File: config.mk
export PLATFORM = sky130hd
export DESIGN_NAME = omc_margin_regs
export DESIGN_NICKNAME = d
export VERILOG_FILES = /design/src/hdl/omc_pkg.sv /design/src/hdl/omc_margin_regs.sv
export VERILOG_INCLUDE_DIRS = /design/src /design/src/hdl
export SDC_FILE = /design/constraint.sdc
export NUM_CORES = 2
export LEC_CHECK = 0
export BUFFER_PORTS_ARGS = -buffer_cell sky130_fd_sc_hd__buf_2
export CORE_ASPECT_RATIO = 1.75
export CORE_MARGIN = 4
export CORE_UTILIZATION = 33
export CTS_CLUSTER_SIZE = 8
export DETAILED_ROUTE_END_ITERATION = 7
export GPL_TIMING_DRIVEN = 0
export SLEW_MARGIN = 10
export SYNTH_ARGS = -nofsm -noshare
export SYNTH_HDL_FRONTEND = slang
export SYNTH_SLANG_ARGS = --single-unit
File: constraint.sdc
create_clock -name mclk -period 204.5 [get_ports mclk]
set_input_delay 30.675 -clock mclk [delete_from_list [all_inputs] [get_ports mclk]]
set_output_delay 30.675 -clock mclk [all_outputs]
set_load 0.01 [all_outputs]
File: src/hdl/omc_regs.svh
// Constants of the output margin command register bank.
// Assumes the includer wants plain `define macros; no logic lives here.
`ifndef OMC_REGS_SVH
`define OMC_REGS_SVH

// Command codes
`define OMC_CODE_STORE_ALL     8'h11
`define OMC_CODE_RESTORE_ALL   8'h12
`define OMC_CODE_STORE_ONE     8'h13
`define OMC_CODE_RESTORE_ONE   8'h14
`define OMC_CODE_MODE          8'h20
`define OMC_CODE_MARGIN_HIGH   8'h25
`define OMC_CODE_MARGIN_LOW    8'h26
`define OMC_CODE_SCALE         8'h29

// Reset values and fixed fields
`define OMC_RST_MARGIN_HIGH    16'h0547
`define OMC_RST_MARGIN_LOW     16'h0451
`define OMC_RST_SCALE_MANT     10'h100
`define OMC_SCALE_MANT_MAX     10'h200
`define OMC_SCALE_MANT_MIN     10'h001
`define OMC_SCALE_EXP_FIELD    6'h2E
`define OMC_MODE_VALUE         16'h0016

// Limit arithmetic: reference in mV, output LSB 2^-10, scale LSB 2^-9
`define OMC_VREF_MV            32'h0000_0258
`define OMC_LSB_PER_V          32'h0000_0400
`define OMC_MANT_PER_UNIT      32'h0000_0200
`define OMC_MV_PER_V_X4        32'h0000_0FA0
`define OMC_MULT_HIGH          32'h0000_0005
`define OMC_MULT_LOW           32'h0000_0003

`endif

File: src/hdl/omc_pkg.sv
// Types shared by the output margin command register bank.
// Assumes the PMBus core decodes frames and hands over command words.
package omc_pkg;

  // One decoded command from the PMBus core
  typedef struct packed {
    logic        wr;    // Write word or send byte
    logic        rd;    // Read word request
    logic [7:0]  code;  // Command code
    logic [15:0] data;  // Write data; low byte carries code for single store
  } omc_cmd_t;

  // Operation request from the operation command decoder
  typedef enum logic [1:0] {
    OMC_SEL_NOMINAL = 2'b00,
    OMC_SEL_HIGH    = 2'b01,
    OMC_SEL_LOW     = 2'b10
  } omc_sel_t;

  typedef struct packed {
    logic     strobe;   // One-cycle pulse when operation is written
    omc_sel_t sel;      // Requested output state
  } omc_op_t;

  // Check sequencer
  typedef enum logic [0:0] {
    OMC_ST_IDLE  = 1'b0,
    OMC_ST_CHECK = 1'b1
  } omc_state_t;

endpackage

File: src/hdl/omc_margin_regs.sv
// Output margin target, feedback scale and mode registers with the
// deferred range check and clamp, plus the saved power-up image of each but the fixed mode word.
// Assumes cmd and op come from same-clock logic, so neither passes a
// synchroniser here, and trim is the live trim register word.
// Assumes the status registers that hold cml and ivd live outside and
// take ivd_pulse_ff as their set event.
`timescale 1ns/10ps
`include "omc_regs.svh"

module omc_margin_regs (
  // Clock and reset
  input  wire logic             mclk,
  input  wire logic             rst_n,
  // Command port from PMBus core
  input  wire omc_pkg::omc_cmd_t cmd,
  output logic           [15:0] rd_data_ff,
  output logic                  rd_ack_ff,
  output logic                  rd_hit_ff,
  // Operation request and trim offset
  input  wire omc_pkg::omc_op_t op,
  input  wire logic      [15:0] trim,
  // Commanded output and status events
  output logic           [16:0] vout_cmd_ff,
  output logic                  margin_active_ff,
  output logic                  ivd_pulse_ff,
  output logic                  clamp_high_ff,
  output logic                  clamp_low_ff
);

  // Live registers; bit 15 of each margin word is not stored and reads zero
  logic [14:0] margin_high_ff;    // Writable bits of margin high
  logic [14:0] margin_low_ff;     // Writable bits of margin low
  logic [9:0]  scale_mant_ff;     // Scale mantissa, exponent is fixed
  // Saved copies, the power-up defaults; a store overwrites, reset reloads
  logic [14:0] nv_high_ff;        // Saved margin high image
  logic [14:0] nv_low_ff;         // Saved margin low image
  logic [9:0]  nv_mant_ff;        // Saved scale mantissa image
  // Check pipeline; target and limits are frozen at the request edge
  omc_pkg::omc_state_t state_ff;  // Idle or comparing
  logic [15:0] target_ff;         // Target captured at request
  logic [15:0] lim_high_ff;       // Upper permitted target
  logic [15:0] lim_low_ff;        // Lower permitted target
  // Next values from combinational logic
  logic [15:0] nxt_target;        // Register picked by the request
  logic [15:0] nxt_setting;       // Target after the clamp
  logic        nxt_over;          // Target above upper limit
  logic        nxt_under;         // Target below lower limit
  logic [9:0]  nxt_mant;          // Scale write after coercion
  logic [16:0] nxt_vout;          // Clamped target plus trim

  // Limit in 2^-10 units from reference, scale and multiplier over four.
  // Nominal output is the reference divided by the scale, so a smaller
  // mantissa gives a higher nominal and wider limits. The largest product
  // stays below 2^31, so 32 bits hold it; a tiny mantissa can push the
  // quotient past the margin word, hence the cap at the largest positive.
  function automatic logic [15:0] lim_calc(input logic [31:0] mult,
                                           input logic [9:0]  mant);
    logic [31:0] num;
    logic [31:0] den;
    logic [31:0] q;
    num = `OMC_VREF_MV * `OMC_LSB_PER_V * `OMC_MANT_PER_UNIT * mult;
    den = `OMC_MV_PER_V_X4 * {22'h000000, mant};
    q   = num / den;
    lim_calc = (q > 32'h0000_7FFF) ? 16'h7FFF : q[15:0];
  endfunction

  // Scale write kept between one and the full ratio. A zero mantissa would
  // make the limit divider divide by zero, so it is raised to one step;
  // anything above the full ratio is pulled down to it. Bit 10 of the write,
  // the lowest exponent bit, counts in that test; the other exponent bits
  // are dropped, since they always read back fixed.
  always_comb begin
    nxt_mant = cmd.data[9:0];
    if (cmd.data[10:0] > {1'b0, `OMC_SCALE_MANT_MAX}) begin
      nxt_mant = `OMC_SCALE_MANT_MAX;
    end else if (cmd.data[9:0] == 10'h000) begin
      nxt_mant = `OMC_SCALE_MANT_MIN;  // Avoid a zero divisor
    end
  end

  // Margin high register: write, store, restore.
  // Only one command code arrives per cycle, so a write, a store and a
  // restore never meet at one edge. A write is taken whatever its value;
  // the range check waits for the next margin request. The saved image
  // changes only on a store or a reset, so a restore can be repeated safely.
  always_ff @(posedge mclk or negedge rst_n) begin
    if (!rst_n) begin
      margin_high_ff <= 15'(`OMC_RST_MARGIN_HIGH);
      nv_high_ff     <= 15'(`OMC_RST_MARGIN_HIGH);
    end else if (cmd.wr) begin
      unique case (cmd.code)
        `OMC_CODE_MARGIN_HIGH: begin
          margin_high_ff <= cmd.data[14:0];  // No check here
        end
        `OMC_CODE_STORE_ALL: begin
          nv_high_ff <= margin_high_ff;
        end
        `OMC_CODE_RESTORE_ALL: begin
          margin_high_ff <= nv_high_ff;
        end
        `OMC_CODE_STORE_ONE: begin
          if (cmd.data[7:0] == `OMC_CODE_MARGIN_HIGH) begin
            nv_high_ff <= margin_high_ff;  // Only when the data byte names it
          end
        end
        `OMC_CODE_RESTORE_ONE: begin
          if (cmd.data[7:0] == `OMC_CODE_MARGIN_HIGH) begin
            margin_high_ff <= nv_high_ff;  // Only when the data byte names it
          end
        end
        default: begin
        end
      endcase
    end
  end

  // Margin low register: write, store, restore.
  // Same scheme as margin high; a value far out of range is kept as
  // written and only clamped when a margin low request reaches the compare.
  // Bit 15 of the write word is dropped, so the stored word stays positive.
  always_ff @(posedge mclk or negedge rst_n) begin
    if (!rst_n) begin
      margin_low_ff <= 15'(`OMC_RST_MARGIN_LOW);
      nv_low_ff     <= 15'(`OMC_RST_MARGIN_LOW);
    end else if (cmd.wr) begin
      unique case (cmd.code)
        `OMC_CODE_MARGIN_LOW: begin
          margin_low_ff <= cmd.data[14:0];  // No check here
        end
        `OMC_CODE_STORE_ALL: begin
          nv_low_ff <= margin_low_ff;
        end
        `OMC_CODE_RESTORE_ALL: begin
          margin_low_ff <= nv_low_ff;
        end
        `OMC_CODE_STORE_ONE: begin
          if (cmd.data[7:0] == `OMC_CODE_MARGIN_LOW) begin
            nv_low_ff <= margin_low_ff;  // Only when the data byte names it
          end
        end
        `OMC_CODE_RESTORE_ONE: begin
          if (cmd.data[7:0] == `OMC_CODE_MARGIN_LOW) begin
            margin_low_ff <= nv_low_ff;  // Only when the data byte names it
          end
        end
        default: begin
        end
      endcase
    end
  end

  // Scale mantissa: write, store, restore.
  // The coerced value is what gets stored, so neither the live register nor
  // the saved image can hold a zero divisor or a ratio above one. A new
  // scale moves the limits only at the next margin request.
  always_ff @(posedge mclk or negedge rst_n) begin
    if (!rst_n) begin
      scale_mant_ff <= `OMC_RST_SCALE_MANT;  // Ratio one half
      nv_mant_ff    <= `OMC_RST_SCALE_MANT;
    end else if (cmd.wr) begin
      unique case (cmd.code)
        `OMC_CODE_SCALE: begin
          scale_mant_ff <= nxt_mant;
        end
        `OMC_CODE_STORE_ALL: begin
          nv_mant_ff <= scale_mant_ff;
        end
        `OMC_CODE_RESTORE_ALL: begin
          scale_mant_ff <= nv_mant_ff;
        end
        `OMC_CODE_STORE_ONE: begin
          if (cmd.data[7:0] == `OMC_CODE_SCALE) begin
            nv_mant_ff <= scale_mant_ff;  // Only when the data byte names it
          end
        end
        `OMC_CODE_RESTORE_ONE: begin
          if (cmd.data[7:0] == `OMC_CODE_SCALE) begin
            scale_mant_ff <= nv_mant_ff;  // Only when the data byte names it
          end
        end
        default: begin
        end
      endcase
    end
  end

  // Read port: answer one cycle after the request.
  // Every read is acknowledged, mapped or not, so the core never waits;
  // an unmapped code answers with hit low and data zero. Data is zero
  // whenever no answer stands, so a stale word never lingers for the
  // core to pick up by mistake.
  always_ff @(posedge mclk or negedge rst_n) begin
    if (!rst_n) begin
      rd_data_ff <= 16'h0000;
      rd_ack_ff  <= 1'b0;
      rd_hit_ff  <= 1'b0;
    end else begin
      rd_ack_ff <= cmd.rd;
      rd_hit_ff <= 1'b0;
      rd_data_ff <= 16'h0000;
      if (cmd.rd) begin
        unique case (cmd.code)
          `OMC_CODE_MODE: begin
            rd_data_ff <= `OMC_MODE_VALUE;  // Fixed
            rd_hit_ff  <= 1'b1;
          end
          `OMC_CODE_MARGIN_HIGH: begin
            rd_data_ff <= {1'b0, margin_high_ff};
            rd_hit_ff  <= 1'b1;
          end
          `OMC_CODE_MARGIN_LOW: begin
            rd_data_ff <= {1'b0, margin_low_ff};
            rd_hit_ff  <= 1'b1;
          end
          `OMC_CODE_SCALE: begin
            rd_data_ff <= {`OMC_SCALE_EXP_FIELD, scale_mant_ff};
            rd_hit_ff  <= 1'b1;
          end
          default: begin
          end
        endcase
      end
    end
  end

  // Target chosen by the request; the register value at the request edge
  // is the one checked, and a later write waits for the next request.
  // Any select other than low picks high; nominal never starts a check.
  always_comb begin
    nxt_target = (op.sel == omc_pkg::OMC_SEL_LOW) ? {1'b0, margin_low_ff}
                                                  : {1'b0, margin_high_ff};
  end

  // Check sequencer: capture on request, compare next cycle.
  // The divide sits between the scale register and the limit flops, so the
  // compare in the following cycle sees settled limits. A margin request
  // that lands in the compare cycle is dropped; the core spaces margin
  // requests at least two cycles apart.
  always_ff @(posedge mclk or negedge rst_n) begin
    if (!rst_n) begin
      state_ff    <= omc_pkg::OMC_ST_IDLE;
      target_ff   <= 16'h0000;
      lim_high_ff <= 16'h0000;
      lim_low_ff  <= 16'h0000;
    end else begin
      unique case (state_ff)
        omc_pkg::OMC_ST_IDLE: begin
          // Only a margin request starts a check
          if (op.strobe && (op.sel != omc_pkg::OMC_SEL_NOMINAL)) begin
            target_ff   <= nxt_target;
            // Limits from scaled nominal, trim left out
            lim_high_ff <= lim_calc(`OMC_MULT_HIGH, scale_mant_ff);
            lim_low_ff  <= lim_calc(`OMC_MULT_LOW, scale_mant_ff);
            state_ff    <= omc_pkg::OMC_ST_CHECK;
          end
        end
        omc_pkg::OMC_ST_CHECK: begin
          state_ff <= omc_pkg::OMC_ST_IDLE;
        end
      endcase
    end
  end

  // Range compare and clamp of the captured target.
  // The upper limit never lies below the lower one, so over and under are
  // never set together. Trim is added after the clamp, so it shifts the
  // output but never the verdict; the 17-bit sum cannot overflow, as both
  // terms are sign-extended from 16 bits.
  always_comb begin
    nxt_over    = target_ff > lim_high_ff;
    nxt_under   = target_ff < lim_low_ff;
    nxt_setting = target_ff;
    if (nxt_over) begin
      nxt_setting = lim_high_ff;
    end else if (nxt_under) begin
      nxt_setting = lim_low_ff;
    end
    // Margin plus trim, both in 2^-10 units
    nxt_vout = 17'({nxt_setting[15], nxt_setting} + {trim[15], trim});
  end

  // Commanded output and invalid data event.
  // A nominal request wins over a compare that ends in the same cycle,
  // since it is the later command; the commanded value then keeps its last
  // level and the clamp flags clear. The invalid data event lasts one cycle
  // and is the only thing the status registers outside need.
  always_ff @(posedge mclk or negedge rst_n) begin
    if (!rst_n) begin
      vout_cmd_ff      <= 17'h00000;
      margin_active_ff <= 1'b0;
      ivd_pulse_ff     <= 1'b0;
      clamp_high_ff    <= 1'b0;
      clamp_low_ff     <= 1'b0;
    end else begin
      ivd_pulse_ff <= 1'b0;
      if (op.strobe && (op.sel == omc_pkg::OMC_SEL_NOMINAL)) begin
        margin_active_ff <= 1'b0;  // Back to nominal
        clamp_high_ff    <= 1'b0;
        clamp_low_ff     <= 1'b0;
      end else if (state_ff == omc_pkg::OMC_ST_CHECK) begin
        vout_cmd_ff      <= nxt_vout;
        margin_active_ff <= 1'b1;
        ivd_pulse_ff     <= nxt_over | nxt_under;   // Sets cml and ivd
        clamp_high_ff    <= nxt_over;
        clamp_low_ff     <= nxt_under;
      end
    end
  end

endmodule

==> results <==
- The run finished with clean final reports.
- After clock tree synthesis, the clock-pin slew on the worst setup and hold paths is 0.07 ns.
- The critical path is of the register to register type.
- After the last flow step, the layout net total stands at 7414.
- For flop-to-flop paths, the worst setup slack is 111.86 ns.
- For this block, the via count after detailed routing is 51451.
- The worst reg2reg path startpoint is scale_mant_ff[0]$_DFFE_PN0P_.
- The post-synthesis instance area is 0.0475 mm^2.
- For the worst setup path, the data required time is 204.64 ns.
- Hold is met by 0.482 ns.
- The HPWL after detailed placement is 152 mm.
- After synthesis, the mean cell area works out to 7.27 um^2.
- The die height is 510 um.
- TritonCTS built the clock tree.
- In this run the cell area measured after placement is 0.0508 mm^2.
- The multi-input combinational cells in the finished layout cover a total of 0.0414 mm^2.
- The via count of the first global-routing pass is 51233.
- The detailed-router iteration count before antenna repair is 6.
- The number of maximum-capacitance constraint violations is 0.
- The repair_antennas step left the layout with diodes totalling 0.
- By area, the combinational part of the netlist is dominated by compound AO/OA/AOI/OAI gates.
- The kind of cell with the highest combined delay along the critical path is compound AO/OA/AOI/OAI gates.
- The Yosys step of the flow raised 0 warnings.
- The final critical delay including setup and external delays is 92.64 ns.
- For the worst setup path, the data arrival time is 92.78 ns.
- Summing the areas of all compound-gate instances in the mapped netlist gives 30.5% of the synthesized area.
- The clock latency on the worst-skew pair is 0.43 ns.
- The number of nets with antenna violations after detailed routing is 0.
- The post-synth net total is 7290.
- The area share of the largest cell type after synthesis is 17.8%.
- The clock root buffer master is sky130_fd_sc_hd__clkbuf_16.
- The maximum clock rate is 10.8 MHz.
- Summing all flip-flop and latch instances after layout gives 0.00421 mm^2.
- The delay of the slowest cell on the worst path is 1.08 ns.
- The type of the tightest min-delay check is register to register.
- Multiplexer cells account for 6.04% of the synthesized area.
- The relative max-transition margin is 6.84%.
- The biggest area consumer among synthesized cells is sky130_fd_sc_hd__ha_1.
- Cells with a size suffix above 1 make up 8.30% of the layout.
- The transition time at the pin with the least slew margin is 1.40 ns.
- The capturing point of the worst reg2reg path is lim_high_ff[0]$_DFFE_PN0P_.
- The kind of launch point of the worst setup path is a register.
- Entering global routing, the biggest net connects 112 pins.
- The count of buffers added on input and output ports is 84.
- Buffers inserted during clock tree synthesis total 17.
- The routed design has 190 mm of wire.
- Among all flip-flop cells after synthesis, the most frequent one is sky130_fd_sc_hd__dfrtp_1.
- The maximum root-to-sink buffer count is 2.
- The initial antenna violation count is 4.
- After detailed routing, the number of remaining DRC violations is 0.
- The layout-stage area growth over the synthesis result is 8.13%.
- The weighted congestion at the end of routability-driven global placement is 0.964.
- The row count is 184.
- The summed negative setup slack over all endpoints is 0 ns.
- The most critical setup path has its startpoint at scale_mant_ff[0]$_DFFE_PN0P_.
- The post-route core utilization is 35.8%.
- In the final routed layout, each cell accounts on average for 22.3 um.
- Once layout is done, the placed cells without fillers occupy 0.0514 mm^2.
- The slowest library cell on the worst path is sky130_fd_sc_hd__dfrtp_1.
- Once the floorplan was initialized, standard cells occupied 33.1% of the core.
- The worst setup path is captured at a register.
- The first routing iteration left 3184 violations.
- The startpoint identified for the worst hold timing path is vout_cmd_ff[14]$_DFFE_PN0P_.
- The die outline area is 0.150 mm^2.
- The area share of and/or/nand/nor cells after synthesis is 24.1%.
- The clock sink count is 167.
- Dividing the detail-routed via count by the number of cells gives 6.03.
- The number of levels in the clock H-tree is 4.
- The final-report setup violation count is 0.
- The critical path contains buffers and inverters numbering 45 combined.
- The top-level port count is 86.
- After synthesis, the cell types taking the most area are sky130_fd_sc_hd__ha_1 18%, sky130_fd_sc_hd__dfrtp_1 7.6%, sky130_fd_sc_hd__a21oi_1 6.2%.
- Counting flops and latches in the post-synthesis netlist gives 167.
- Fill cells in the final layout number 15181.
- Across every metal layer, demand over resource in global routing totals 24.2%.
- The worst clock skew on the final layout is 0.0136 ns.
- The final critical path takes up 45.3% of the cycle.
- Synthesis handed over a netlist of 6536 instances.
- Synthesis instantiated 132 different standard cells from the library.
- The parity-gate share of the synthesized area counting xor and xnor cells is 7.33%.
- The final hold violation count is 0.
- The largest driver fanout on the critical path is 31.
- Setup repair after global routing left no endpoint under its margin.
- The synthesized design contains 0 enable-type register cells.
- Counting instances, the worst hold path has a depth of 2.
- After synthesis, the share of flip-flops with an asynchronous set or reset is 100%.
- The most repeated library cell on the critical path is sky130_fd_sc_hd__o21ai_0.
- For this run the aggregate overflow at the end of global routing stands at 0.
- The number of pins exceeding their max-slew limit in the final report is 0.
- The number of cells on the worst reg-to-reg path is 339.
- The first global-routing pass estimated 287 mm of wire.
- Post-CTS repair changed the size of 0 cells.
- The total area inside the core boundary comes to 0.143 mm^2.
- The worst hold path endpoint is vout_cmd_ff[14]$_DFFE_PN0P_.
- The share of the yosys chip area belonging to registers is 8.85%.
- The horizontal die dimension is 295 um.
- After clock tree synthesis, the setup repair step added 0 buffers.
- Of the total synthesized cell area, the portion taken by full adders, half adders and majority gates is 19.1%.
- The number of buffers inserted by hold repair at cts is 0.
[state kept, by name, summed over array words and instances, names as in the netlist]
| name | cells |
|---|---|
| vout_cmd_ff | 17 |
| lim_high_ff | 16 |
| lim_low_ff | 16 |
| rd_data_ff | 16 |
| margin_high_ff | 15 |
| margin_low_ff | 15 |
| nv_high_ff | 15 |
| nv_low_ff | 15 |
| target_ff | 15 |
| nv_mant_ff | 10 |
| scale_mant_ff | 10 |
| clamp_high_ff | 1 |
| clamp_low_ff | 1 |
| ivd_pulse_ff | 1 |
| margin_active_ff | 1 |
| rd_ack_ff | 1 |
| rd_hit_ff | 1 |
| state_ff | 1 |
[metrics by stage]
stage / std cells / worst slack, ns
2_1_floorplan: 6536 / 137.20
3_3_place_gp: 8480 / 108.50
3_5_place_dp: 8500 / 113.16
4_1_cts: 8532 / 112.78
5_1_grt: 8533 / 106.70
6_report: 8533 / 111.86
[worst max path at each step]
stage	end	slack (ns)	cells past startpoint
floorplan	lim_high_ff[0]$_DFFE_PN0P_	137.20	334
global placement	lim_high_ff[0]$_DFFE_PN0P_	108.50	331
detailed placement	lim_high_ff[0]$_DFFE_PN0P_	113.16	338
CTS	lim_high_ff[0]$_DFFE_PN0P_	112.78	338
global route	lim_high_ff[0]$_DFFE_PN0P_	106.70	339
finish	lim_high_ff[0]$_DFFE_PN0P_	111.86	339
[tightest hold or removal path, cell delays in order (launching register included)]
cell and delay [ns]:
sky130_fd_sc_hd__dfrtp_1 0.34, sky130_fd_sc_hd__nand2_1 0.04, sky130_fd_sc_hd__o21ai_0 0.06
[synthesized netlist by cell type (all sizes together) (33+ instances only)]
cell type    n
xor2       144
mux2       196
nand2      567
buf         48
and2        70
clkbuf     141
dfrtp      145
mux2i       65
nand3      147
a31oi       65
nand2b     159
o21a       127
o31a        33
a21boi      54
and3        78
nor4        46
nor2b      108
ha         676
o31ai      100
nor3       166
a21oi      597
a21o       218
or2         52
xnor2      251
a211oi      64
inv        308
or3         58
o21bai      49
o211ai      68
nand4       94
o21ai      482
nor2       642
[layout make-up]
class                           count  share of cell area (%)
Tap cell                         1860                    4.53
Multi-Input combinational cell   5871                    80.6
Sequential cell                   167                    8.18
Timing Repair Buffer              105                    1.61
Buffer                            189                    1.54
Clock inverter                     13                   0.358
Inverter                          309                    2.29
Clock buffer                       19                   0.842
[cell families after synthesis]
logic type      count (synthesis)
fa+ha+maj                     707
flops                         167
mux                           261
xor+xnor                      395
other cells                     1
buf+inv                       498
simple gates                 2314
compound gates               2193
[routing by layer]
layer  vias to the layer above  GRT usage [%]  share of wire (%)
met1                     24467           23.1                 35
li1                      24610              -                  -
met2                      1632           46.3                 51
met4                         4           19.4                9.9
met5                         -              0              0.014
met3                       738           2.63                4.1
[layout by cell type, fill, tap and decap left out, types with 22 or more instances in the layout]
master / instances
sky130_fd_sc_hd__a21oi_1: 592
sky130_fd_sc_hd__and3_1: 78
sky130_fd_sc_hd__and2_1: 69
sky130_fd_sc_hd__nand4_1: 93
sky130_fd_sc_hd__clkbuf_1: 139
sky130_fd_sc_hd__or2_2: 42
sky130_fd_sc_hd__a21boi_0: 47
sky130_fd_sc_hd__o21bai_1: 49
sky130_fd_sc_hd__buf_2: 108
sky130_fd_sc_hd__nand3_1: 143
sky130_fd_sc_hd__mux2i_1: 63
sky130_fd_sc_hd__nor2b_1: 108
sky130_fd_sc_hd__nand2b_1: 159
sky130_fd_sc_hd__o21a_1: 127
sky130_fd_sc_hd__a21o_1: 218
sky130_fd_sc_hd__xor2_1: 142
sky130_fd_sc_hd__nor3b_1: 22
sky130_fd_sc_hd__nor3_1: 156
sky130_fd_sc_hd__dfstp_2: 22
sky130_fd_sc_hd__xnor2_1: 249
sky130_fd_sc_hd__dfrtp_1: 145
sky130_fd_sc_hd__o31a_1: 33
sky130_fd_sc_hd__and4_1: 25
sky130_fd_sc_hd__o21ai_0: 463
sky130_fd_sc_hd__or3_1: 58
sky130_fd_sc_hd__fa_1: 31
sky130_fd_sc_hd__nor2_1: 637
sky130_fd_sc_hd__inv_1: 297
sky130_fd_sc_hd__ha_1: 676
sky130_fd_sc_hd__a31oi_1: 63
sky130_fd_sc_hd__o211ai_1: 67
sky130_fd_sc_hd__nand2_1: 564
sky130_fd_sc_hd__o31ai_1: 96
sky130_fd_sc_hd__a211oi_1: 54
sky130_fd_sc_hd__nor4_1: 45
sky130_fd_sc_hd__o22ai_1: 25
sky130_fd_sc_hd__mux2_2: 184
Power is not shown: default switching activity piles up to over one toggle a cycle in this logic, so the estimate is an artifact.
